$ cat config.mk
export PLATFORM = sky130hd
export DESIGN_NAME = absp_autobaud_serial
export DESIGN_NICKNAME = d
export VERILOG_FILES = /design/src/rtl/absp_pkg.sv /design/src/rtl/absp_mcyc_div.sv /design/src/rtl/absp_autobaud_serial.sv
export SDC_FILE = /design/constraint.sdc
export NUM_CORES = 1
export LEC_CHECK = 0
export ABC_AREA = 1
export BUFFER_PORTS_ARGS = -buffer_cell sky130_fd_sc_hd__buf_2
export CORE_MARGIN = 2
export CORE_UTILIZATION = 50
export CTS_BUF_LIST = sky130_fd_sc_hd__clkbuf_8
export DETAILED_ROUTE_END_ITERATION = 12
export PLACE_DENSITY = 0.64
export REMOVE_ABC_BUFFERS = 1
export SYNTH_ARGS = -nofsm -noshare
export SYNTH_HDL_FRONTEND = slang
export SYNTH_HIERARCHICAL = 1
export SYNTH_SLANG_ARGS = --single-unit
$ cat constraint.sdc
create_clock -name sys_clk -period 9.4 [get_ports sys_clk]
set_clock_uncertainty 0.2 [all_clocks]
set_input_delay 1.88 -clock sys_clk [delete_from_list [all_inputs] [get_ports sys_clk]]
set_output_delay 1.88 -clock sys_clk [all_outputs]
set_load 0.1 [all_outputs]
$ cat src/rtl/absp_pkg.sv
package absp_pkg;
  // machine cycle is two oscillator cycles; here one sys_clk edge is one
  // oscillator cycle, so a machine-cycle enable fires every second clock
  localparam int unsigned CLKS_PER_MCYCLE = 2;
  localparam int unsigned BIT_BASE_MCYC   = 83;
  localparam int unsigned BIT_STEP_MCYC   = 14;
  localparam int unsigned RATE_STEP_MCYC  = 84;
  localparam logic [15:0] RATE_PRESET     = 16'hfffa;
  localparam logic [3:0]  TX_BIT_COUNT    = 4'hb;
  localparam logic [3:0]  RX_SAMPLE_COUNT = 4'h9;
  localparam logic [15:0] FULL_RESET      = 16'h0157;
  localparam logic [15:0] HALF_RESET      = 16'h012c;
  localparam int unsigned RATE_CNT_W      = 7;

  // bit period in machine cycles from a stored delay parameter
  function automatic logic [23:0] absp_period(input logic [15:0] p);
    logic [15:0] r;
    r = {p[15:8] - 8'h01, p[7:0] - 8'h01};
    return 24'(BIT_BASE_MCYC) + 24'(BIT_STEP_MCYC) * {8'h00, r};
  endfunction

  // increment both bytes separately
  function automatic logic [15:0] absp_bytes_inc(input logic [15:0] v);
    return {v[15:8] + 8'h01, v[7:0] + 8'h01};
  endfunction
endpackage

$ cat src/rtl/absp_mcyc_div.sv
`timescale 1ns/1ns
module absp_mcyc_div
  import absp_pkg::*;
(
  input  wire logic sys_clk,
  input  wire logic rst_n,
  output logic      mcyc_en
);
  logic [1:0] cnt_reg;
  logic [1:0] cnt_next;
  logic       en_next;

  always_comb begin
    if (cnt_reg == 2'(CLKS_PER_MCYCLE - 1)) begin
      cnt_next = 2'h0;
      en_next  = 1'b1;
    end else begin
      cnt_next = cnt_reg + 2'h1;
      en_next  = 1'b0;
    end
  end

  always_ff @(posedge sys_clk or negedge rst_n) begin
    if (!rst_n) begin
      cnt_reg <= 2'h0;
      mcyc_en <= 1'b0;
    end else begin
      cnt_reg <= cnt_next;
      mcyc_en <= en_next;
    end
  end
endmodule

$ cat src/rtl/absp_autobaud_serial.sv
`timescale 1ns/1ns
module absp_autobaud_serial
  import absp_pkg::*;
(
  input  wire logic       sys_clk,
  input  wire logic       rst_n,
  input  wire logic       serial_input_pin,
  output logic            serial_output_pin,
  input  wire logic       detect_start,
  input  wire logic       rx_start,
  input  wire logic       tx_start,
  input  wire logic [7:0] tx_char,
  output logic            busy,
  output logic            rx_done,
  output logic [7:0]      rx_char,
  output logic            rx_stop_bit,
  output logic            detect_done,
  output logic [15:0]     full_bit_delay,
  output logic [15:0]     half_bit_delay
);
  import absp_pkg::*;

  typedef enum {
    ABSP_IDLE, ABSP_DET_HIGH, ABSP_DET_EDGE, ABSP_DET_LOW,
    ABSP_RX_EDGE, ABSP_RX_BITS, ABSP_TX_BITS
  } absp_state_t;

  logic        mcyc_en;
  absp_state_t state_reg, state_next;
  logic [23:0] tmr_reg, tmr_next;
  logic [3:0]  cnt_reg, cnt_next;
  logic [15:0] meas_reg, meas_next;
  logic [8:0]  tx_sh_reg, tx_sh_next;
  logic [6:0]  rstep_reg, rstep_next;
  logic [15:0] full_next, half_next;
  logic [7:0]  rxc_next;
  logic        stop_next, rxd_next, detd_next, so_next, busy_next;

  absp_mcyc_div u_div (
    .sys_clk (sys_clk),
    .rst_n   (rst_n),
    .mcyc_en (mcyc_en)
  );

  always_comb begin
    state_next = state_reg;
    tmr_next   = tmr_reg;
    cnt_next   = cnt_reg;
    meas_next  = meas_reg;
    tx_sh_next = tx_sh_reg;
    rstep_next = rstep_reg;
    full_next  = full_bit_delay;
    half_next  = half_bit_delay;
    rxc_next   = rx_char;
    stop_next  = rx_stop_bit;
    so_next    = serial_output_pin;
    rxd_next   = 1'b0;
    detd_next  = 1'b0;
    unique case (state_reg)
      ABSP_IDLE: begin
        so_next = 1'b1;
        if (detect_start) begin
          state_next = ABSP_DET_HIGH;
        end else if (rx_start) begin
          state_next = ABSP_RX_EDGE;
        end else if (tx_start) begin
          tx_sh_next = {tx_char, 1'b0};
          cnt_next   = TX_BIT_COUNT;
          tmr_next   = absp_period(full_bit_delay);
          so_next    = 1'b0;
          state_next = ABSP_TX_BITS;
        end
      end
      ABSP_DET_HIGH: begin
        if (serial_input_pin) begin
          state_next = ABSP_DET_EDGE;
        end
      end
      ABSP_DET_EDGE: begin
        if (!serial_input_pin) begin
          meas_next  = RATE_PRESET;
          rstep_next = '0;
          state_next = ABSP_DET_LOW;
        end
      end
      ABSP_DET_LOW: begin
        if (serial_input_pin) begin
          full_next  = absp_bytes_inc(meas_reg);
          half_next  = absp_bytes_inc({1'b0, meas_reg[15:1]});
          detd_next  = 1'b1;
          state_next = ABSP_IDLE;
        end else if (mcyc_en) begin
          // count at the start of each window, so a part window still counts
          if (rstep_reg == 7'h00) begin
            meas_next = meas_reg + 16'h0001;
          end
          if (rstep_reg == 7'(RATE_STEP_MCYC - 1)) begin
            rstep_next = '0;
          end else begin
            rstep_next = rstep_reg + 7'h01;
          end
        end
      end
      ABSP_RX_EDGE: begin
        if (!serial_input_pin) begin
          tmr_next   = absp_period(half_bit_delay)
                     + absp_period(full_bit_delay);
          cnt_next   = RX_SAMPLE_COUNT;
          state_next = ABSP_RX_BITS;
        end
      end
      ABSP_RX_BITS: begin
        if (mcyc_en) begin
          if (tmr_reg > 24'h000001) begin
            tmr_next = tmr_reg - 24'h000001;
          end else begin
            cnt_next = cnt_reg - 4'h1;
            tmr_next = absp_period(full_bit_delay);
            if (cnt_reg == 4'h1) begin
              stop_next  = serial_input_pin;
              rxd_next   = 1'b1;
              state_next = ABSP_IDLE;
            end else begin
              rxc_next = {serial_input_pin, rx_char[7:1]};
            end
          end
        end
      end
      ABSP_TX_BITS: begin
        if (mcyc_en) begin
          if (tmr_reg > 24'h000001) begin
            tmr_next = tmr_reg - 24'h000001;
          end else begin
            cnt_next   = cnt_reg - 4'h1;
            tmr_next   = absp_period(full_bit_delay);
            tx_sh_next = {1'b1, tx_sh_reg[8:1]};
            if (cnt_reg == 4'h1) begin
              so_next    = 1'b1;
              state_next = ABSP_IDLE;
            end else begin
              so_next = tx_sh_reg[1];
            end
          end
        end
      end
    endcase
    busy_next = (state_next != ABSP_IDLE);
  end

  always_ff @(posedge sys_clk or negedge rst_n) begin
    if (!rst_n) begin
      state_reg         <= ABSP_IDLE;
      tmr_reg           <= '0;
      cnt_reg           <= '0;
      meas_reg          <= '0;
      tx_sh_reg         <= '1;
      rstep_reg         <= '0;
      full_bit_delay    <= FULL_RESET;
      half_bit_delay    <= HALF_RESET;
      rx_char           <= '0;
      rx_stop_bit       <= 1'b1;
      rx_done           <= 1'b0;
      detect_done       <= 1'b0;
      serial_output_pin <= 1'b1;
      busy              <= 1'b0;
    end else begin
      state_reg         <= state_next;
      tmr_reg           <= tmr_next;
      cnt_reg           <= cnt_next;
      meas_reg          <= meas_next;
      tx_sh_reg         <= tx_sh_next;
      rstep_reg         <= rstep_next;
      full_bit_delay    <= full_next;
      half_bit_delay    <= half_next;
      rx_char           <= rxc_next;
      rx_stop_bit       <= stop_next;
      rx_done           <= rxd_next;
      detect_done       <= detd_next;
      serial_output_pin <= so_next;
      busy              <= busy_next;
    end
  end

  a_idle_line_high: assert property (
    @(posedge sys_clk) disable iff (!rst_n)
    (state_reg == ABSP_IDLE) |-> serial_output_pin)
    else $error("line not high while idle");

  a_tx_start_low: assert property (
    @(posedge sys_clk) disable iff (!rst_n)
    (state_reg == ABSP_IDLE && !detect_start && !rx_start && tx_start)
      |=> !serial_output_pin && state_reg == ABSP_TX_BITS)
    else $error("start bit not driven low");

  a_rx_first_wait: assert property (
    @(posedge sys_clk) disable iff (!rst_n)
    (state_reg == ABSP_RX_EDGE && !serial_input_pin)
      |=> tmr_reg == absp_period(half_bit_delay)
                   + absp_period(full_bit_delay))
    else $error("first sample wait wrong");

  a_rx_later_wait: assert property (
    @(posedge sys_clk) disable iff (!rst_n)
    (state_reg == ABSP_RX_BITS && mcyc_en && tmr_reg <= 24'h000001)
      |=> tmr_reg == absp_period(full_bit_delay))
    else $error("later sample wait wrong");

  a_rx_shift_in: assert property (
    @(posedge sys_clk) disable iff (!rst_n)
    (state_reg == ABSP_RX_BITS && mcyc_en && tmr_reg <= 24'h000001
      && cnt_reg != 4'h1)
      |=> rx_char[7] == $past(serial_input_pin))
    else $error("sample not shifted into msb");

  a_rx_ninth_done: assert property (
    @(posedge sys_clk) disable iff (!rst_n)
    $rose(rx_done) |-> $past(cnt_reg) == 4'h1 && state_reg == ABSP_IDLE)
    else $error("receive did not end on ninth sample");

  a_det_preset: assert property (
    @(posedge sys_clk) disable iff (!rst_n)
    (state_reg == ABSP_DET_EDGE && !serial_input_pin)
      |=> meas_reg == RATE_PRESET)
    else $error("rate counter not preset");

  a_full_derive: assert property (
    @(posedge sys_clk) disable iff (!rst_n)
    detect_done |-> full_bit_delay == absp_bytes_inc($past(meas_reg)))
    else $error("full-bit parameter wrong");

  a_half_derive: assert property (
    @(posedge sys_clk) disable iff (!rst_n)
    detect_done |-> half_bit_delay
      == absp_bytes_inc({1'b0, $past(meas_reg[15:1])}))
    else $error("half-bit parameter wrong");

  a_param_hold: assert property (
    @(posedge sys_clk) disable iff (!rst_n)
    (!detect_done && $past(state_reg) != ABSP_DET_LOW)
      |-> $stable(full_bit_delay))
    else $error("parameter changed without detection");
endmodule

==> results.md, run 1 <==
- Number of flops mapped to enable cells by yosys: 0
- Register bit count reported by yosys: 139
- Count of synthesis-stage warnings from yosys: 6
- Portion of netlist area occupied by mux cells: 0.007481
- Flip-flop cell with the highest count after synthesis: sky130_fd_sc_hd__dfrtp_1
- Total buffers and inverters traversed by the critical path: 4
- Hold bufs inserted after CTS: 0
- Number of setup buffers added after CTS: 0
- Clock buffers created by TritonCTS: 17
- Starting DRC count in detailed routing: 759
- Final Hold Violating Endpoints: 0
- Fraction of the mapped netlist area in simple logic gates: 0.2802
- GR Util All Layers: 0.2440
- Residual DRC: 0
- HPWL after detailed placement: 23,530 µm
- Kind of end point of the critical path: register
- Count of port buffers added during placement: 58
- Kind of path behind the tightest hold check: reg2reg
- Worst EP required: 9.60 ns
- Antenna Cells: 0
- Pre-antenna DRT Iters: 5
- Routability Congestion: 0.8998
- Final Setup Violations: 0
- Most frequent standard cell in the layout excluding fill and tap cells: sky130_fd_sc_hd__nand2_1
- Final critical path time including I/O delays and setup: 6.419 ns
- Top-level I/O count: 59
- Core area: 23,540 µm²
- Insertion delay to the later sink of the worst-skew pair: 0.47 ns
- Share of async-settable or async-resettable flops after synthesis: 1.000
- Adder-cell share of the synthesized area: 0.1334
- Max-slew headroom: 0.3948
- Synth-to-layout area growth: 8.530%
- Transition at the pin with the smallest max-transition slack: 0.9078 ns
- Final-layout fill cell count: 2,311
- Number of distinct library cells after synthesis: 70
- Nets: 1,788
- Floorplan die width: 159.2 µm
- Logic depth of the worst path, buffers included: 32
- Average cell area after synthesis: 7.508 µm²
- Share of the synthesized netlist area taken by xor and xnor gates: 0.07688
- Die area: 25,340 µm²
- Number of maximum-capacitance constraint violations: 0
- Most frequent cells in the layout: 307 x sky130_fd_sc_hd__nand2_1, 213 x sky130_fd_sc_hd__inv_1, 175 x sky130_fd_sc_hd__nor2_1, 119 x sky130_fd_sc_hd__dfrtp_1, 95 x sky130_fd_sc_hd__o21ai_0
- Crit-path leading delay family: simple AND/OR/NAND/NOR gates
- H-Tree Depth: 4
- Cell count of the worst reg-to-reg path: 32
- Maximum number of pins on one net before global-route repair: 72
- Routed length per placed instance: 15.06 µm
- Critical Path Fanout Max: 6
- Mapped cell area: 12,040 µm²
- CTS Root Buffer Type: sky130_fd_sc_hd__clkbuf_8
- Die Y-Extent: 159.2 µm
- Resized Gates After CTS: 0
- Wire length of the first global-routing pass: 50,740 µm
- Dominant combinational cell family by area after synthesis: simple AND/OR/NAND/NOR gates
- Number of buffers on the longest clock path: 2
- Sort of element at the start of the critical path: register
- Synthesized-area fraction occupied by ao, oa, aoi and oai cells: 0.1277
- Max reg flops: 32
- Antenna violations before repair: 0
- Final-report max-slew violation count: 0
- Std cell rows: 56
- Post-Place Cell Area: 12,640 µm²
- Worst path slowest cell: sky130_fd_sc_hd__dfstp_2
- Vias: 10,628
- Number of cells traversed by the worst hold path: 1
- Fraction of the cycle the final worst path needs: 0.6829
- Start-to-end type of the worst setup path: reg2reg
- RSZ-0062 raised after global routing: no
- TritonCTS clock tree: built
- Fmax: 0.1558 GHz
- Number of global-route vias before repair: 10,153
- CP dominant cell by count: sky130_fd_sc_hd__ha_1
- Setup TNS after final layout: 0 ns
- Remaining antenna violation count after routing: 0
- Clock-pin slew on the worst setup and hold paths: 0.10 ns
- Number of instances in the synthesized netlist: 1,604
- Total number of clock tree sinks: 139
- Initial Util: 0.5115
- Final wirelength: 29,990 µm
- Ratio of cells with drive above 1 in the final layout: 0.1303
- Total overflow reported by the global router: 0
- Outcome: finished clean
- Final instance area: 13,070 µm²
- Portion of the post-synthesis area used by sequential elements: 0.2909
- Maximum single-stage delay on the critical path: 0.58 ns
- Via density per instance: 5.335
- Worst EP arrival: 6.62 ns
## cell families after synthesis
kind of cell               after synthesis
muxes                                    8
xor gates and xnor gates               104
adders and majority gates              114
and+or+nand+nor                        718
buffers and inverters                  257
DFF                                    139
AOI/OAI and AO/OA                      264
## final timing paths
| check | end | startpoint | slack [ns] |
|---|---|---|---|
| max in group asynchronous | state_reg[5]$_DFF_PN0_ | rst_n | 6.39 |
| max reg2reg | tmr_reg[19]$_DFFE_PN0P_ | full_bit_delay[1]$_DFFE_PN1P_ | 2.98 |
| min in group asynchronous | full_bit_delay[9]$_DFFE_PN0P_ | rst_n | 1.22 |
| min | u_div/mcyc_en$_DFF_PN0_ | u_div/cnt_reg[1]$_DFF_PN0_ | 0.23 |
| max | tmr_reg[19]$_DFFE_PN0P_ | full_bit_delay[1]$_DFFE_PN1P_ | 2.98 |
| min reg2reg | u_div/mcyc_en$_DFF_PN0_ | u_div/cnt_reg[1]$_DFF_PN0_ | 0.23 |
## metrics by stage
step | hold slack, ns | worst slack [ns] | std cells | utilization
finish | 0.2342 | 2.981 | 1992 | 0.5552
global route | 0.2500 | 2.358 | 1992 | 0.5552
CTS | 0.2366 | 2.975 | 1992 | 0.5552
detailed placement | 0.2229 | 2.979 | 1960 | 0.5371
global placement | 0.2175 | 3.160 | 1960 | 0.5371
floorplan | 0.2114 | 3.344 | 1580 | -
## layout make-up
type	count	area, µm²	area share
clock inverters	14	177.7	0.01359
repair buffers	61	319.1	0.02441
clock buffers	18	247.7	0.01895
inverters	233	879.6	0.06730
well taps	319	399.1	0.03054
flip-flops and latches	139	3503	0.2680
multi-input cells	1208	7543	0.5772
## per-layer routing
layer / routed length [µm] / track usage
met3: 1217 / 0.03386
met2: 13380 / 0.3836
met4: 463 / 0.06157
met5: 0 / 0
met1: 14930 / 0.3555
## Yosys cell counts (3+ instances only)
cell type	number	share of area
sky130_fd_sc_hd__o2111ai_1	3	0.0022
sky130_fd_sc_hd__nand3_2	9	0.0075
sky130_fd_sc_hd__nor4_1	9	0.0047
sky130_fd_sc_hd__nor2_2	13	0.0068
sky130_fd_sc_hd__o211ai_1	5	0.0031
sky130_fd_sc_hd__inv_1	213	0.066
sky130_fd_sc_hd__nand4_1	22	0.011
sky130_fd_sc_hd__nand2_2	17	0.0088
sky130_fd_sc_hd__ha_1	90	0.094
sky130_fd_sc_hd__and2_1	3	0.0016
sky130_fd_sc_hd__o21a_1	7	0.0044
sky130_fd_sc_hd__nor2_4	8	0.0075
sky130_fd_sc_hd__dfstp_2	20	0.044
sky130_fd_sc_hd__or2_2	4	0.0021
sky130_fd_sc_hd__a21oi_1	80	0.033
sky130_fd_sc_hd__xnor2_1	33	0.024
sky130_fd_sc_hd__or2_0	4	0.0021
sky130_fd_sc_hd__clkbuf_1	11	0.0034
sky130_fd_sc_hd__a31oi_1	10	0.0052
sky130_fd_sc_hd__buf_4	5	0.0031
sky130_fd_sc_hd__a2bb2oi_1	5	0.0036
sky130_fd_sc_hd__nor3_1	27	0.011
sky130_fd_sc_hd__o31ai_1	3	0.0019
sky130_fd_sc_hd__nand2_1	307	0.096
sky130_fd_sc_hd__nand3_1	90	0.037
sky130_fd_sc_hd__xor2_1	69	0.050
sky130_fd_sc_hd__a21boi_1	5	0.0031
sky130_fd_sc_hd__nand3b_1	7	0.0044
sky130_fd_sc_hd__a21o_1	9	0.0056
sky130_fd_sc_hd__o21ai_0	95	0.039
sky130_fd_sc_hd__buf_2	7	0.0029
sky130_fd_sc_hd__nor2_1	175	0.055
sky130_fd_sc_hd__fa_1	24	0.040
sky130_fd_sc_hd__dfrtp_1	119	0.25
sky130_fd_sc_hd__mux2_2	8	0.0075
sky130_fd_sc_hd__o22ai_1	4	0.0021
sky130_fd_sc_hd__a22oi_1	6	0.0037
sky130_fd_sc_hd__o21ai_1	11	0.0046
sky130_fd_sc_hd__inv_2	17	0.0053
sky130_fd_sc_hd__o21ai_2	5	0.0036
sky130_fd_sc_hd__nor3_2	3	0.0025
sky130_fd_sc_hd__nand4_2	3	0.0031
Power of run 1 is not shown: default switching activity piles up to over one toggle a cycle in this logic, so the estimate is an artifact.
==> run 2, diff against run 1 <==
clock period = 6.3 ns   (was 9.4 ns; I/O delays follow)
==> results.md, run 2 (synthesis results as in run 1) <==
- Outcome: finished clean
- Setup TNS after final layout: 0 ns
- Start-to-end type of the worst setup path: reg2reg
- Core area: 23,540 µm²
- Kind of path behind the tightest hold check: reg2reg
- Clock buffers created by TritonCTS: 17
- Antenna Cells: 0
- Nets: 1,792
- Most frequent cells in the layout: 306 x sky130_fd_sc_hd__nand2_1, 213 x sky130_fd_sc_hd__inv_1, 171 x sky130_fd_sc_hd__nor2_1, 119 x sky130_fd_sc_hd__dfrtp_1, 90 x sky130_fd_sc_hd__nand3_1
- Residual DRC: 0
- Transition at the pin with the smallest max-transition slack: 0.8410 ns
- Die Y-Extent: 159.2 µm
- Worst path slowest cell: sky130_fd_sc_hd__dfstp_2
- Max reg flops: 32
- Number of buffers on the longest clock path: 2
- Critical Path Fanout Max: 6
- Final critical path time including I/O delays and setup: 5.908 ns
- Initial Util: 0.5115
- Post-Place Cell Area: 12,660 µm²
- Die area: 25,340 µm²
- Starting DRC count in detailed routing: 859
- Antenna violations before repair: 0
- Fmax: 0.1693 GHz
- Kind of end point of the critical path: register
- Floorplan die width: 159.2 µm
- Max-slew headroom: 0.4380
- Final wirelength: 30,010 µm
- Area used by multi-input combinational logic: 7694 µm²
- Register area: 3503 µm²
- Final instance area: 13,240 µm²
- Final Hold Violating Endpoints: 0
- Ratio of cells with drive above 1 in the final layout: 0.1473
- Final WS setup: 0.3917 ns
- CTS Root Buffer Type: sky130_fd_sc_hd__clkbuf_8
- Remaining antenna violation count after routing: 0
- Sort of element at the start of the critical path: register
- Top-level I/O count: 59
- Routed length per placed instance: 15.03 µm
- Total number of clock tree sinks: 139
- HPWL after detailed placement: 23,390 µm
- Final Setup Violations: 0
- Fraction of the cycle the final worst path needs: 0.9378
- Final-report max-slew violation count: 0
- Routability Congestion: 0.8790
- Worst EP arrival: 6.11 ns
- Maximum single-stage delay on the critical path: 0.55 ns
- Maximum number of pins on one net before global-route repair: 83
- Worst EP required: 6.50 ns
- Count of port buffers added during placement: 58
- TritonCTS clock tree: built
- Vias: 10,542
- GR Util All Layers: 0.2428
- Pre-antenna DRT Iters: 5
- Post-place setup slack: 0.09084 ns
- CP dominant cell by count: sky130_fd_sc_hd__nand2_1
- Via density per instance: 5.282
- H-Tree Depth: 4
- Std cell rows: 56
- Final-layout fill cell count: 2,281
- Most frequent standard cell in the layout excluding fill and tap cells: sky130_fd_sc_hd__nand2_1
- Total overflow reported by the global router: 0
- Clock-pin slew on the worst setup and hold paths: 0.11 ns
- Insertion delay to the later sink of the worst-skew pair: 0.47 ns
- Synth-to-layout area growth: 9.901%
- Number of maximum-capacitance constraint violations: 0
- Wire length of the first global-routing pass: 50,340 µm
- Number of global-route vias before repair: 10,106
[run 2: cell types whose count changed in the layout (fill, tap and decap cells not counted), moves of 4 or more]
cell	previous run	this run
sky130_fd_sc_hd__a21oi_1	80	76
sky130_fd_sc_hd__nor2_2	13	17
sky130_fd_sc_hd__nor2_1	175	171
sky130_fd_sc_hd__o21ai_1	11	18
sky130_fd_sc_hd__ha_4	0	4
sky130_fd_sc_hd__buf_4	3	7
sky130_fd_sc_hd__ha_1	90	84
sky130_fd_sc_hd__o21ai_0	95	87
sky130_fd_sc_hd__a21oi_2	2	6
[run 2: metrics by stage]
step	utilization	std cells	hold slack [ns]
6_report	0.5622	1996	0.2400
2_1_floorplan	-	1580	0.2114
3_3_place_gp	0.5377	1962	0.2209
3_5_place_dp	0.5377	1962	0.2288
5_1_grt	0.5622	1996	0.2566
4_1_cts	0.5552	1994	0.2420
[run 2: timing repair]
action                     CTS  global route
setup endpoints to repair    0            11
gates resized for setup      0            36
hold buffers                 0             0
buffers inserted             0             2
[run 2: routing by layer]
layer  vias up  global-route usage  wire length [µm]
li1       5377                   -                 -
met1      4912              0.3518             14830
met2       215              0.3816             13430
met3        38             0.03621              1210
met4         0             0.06198               531
met5         -                   0                 0
[run 2: cell type report]
type,count,area share
Multi-Input combinational cell,1208,0.5813
Sequential cell,139,0.2647
Inverter,233,0.06646
Tap cell,319,0.03016
Timing Repair Buffer,65,0.02638
Clock buffer,17,0.01768
Clock inverter,15,0.01333
[run 2: worst paths after layout]
kind / from / end / slack (ns) / depth (start not counted)
hold reg to reg: u_div/cnt_reg[1]$_DFF_PN0_ / u_div/mcyc_en$_DFF_PN0_ / 0.24 / 1
min in group asynchronous: rst_n / tmr_reg[17]$_DFFE_PN0P_ / 0.62 / 1
setup / recovery: full_bit_delay[1]$_DFFE_PN1P_ / tmr_reg[19]$_DFFE_PN0P_ / 0.39 / 32
max in group asynchronous: rst_n / state_reg[2]$_DFF_PN0_ / 4.03 / 2
hold / removal: u_div/cnt_reg[1]$_DFF_PN0_ / u_div/mcyc_en$_DFF_PN0_ / 0.24 / 1
setup reg to reg: full_bit_delay[1]$_DFFE_PN1P_ / tmr_reg[19]$_DFFE_PN0P_ / 0.39 / 32
[run 2: worst max-delay path: cells and delay by family (launching register included)]
kind	cells	cell delay, ns
fa+ha+maj	5	1.32
xor+xnor	2	0.36
simple gates	17	2.44
flops	1	0.55
buf+inv	2	0.13
compound gates	6	0.85
Power of run 2 is left out for the same reason.
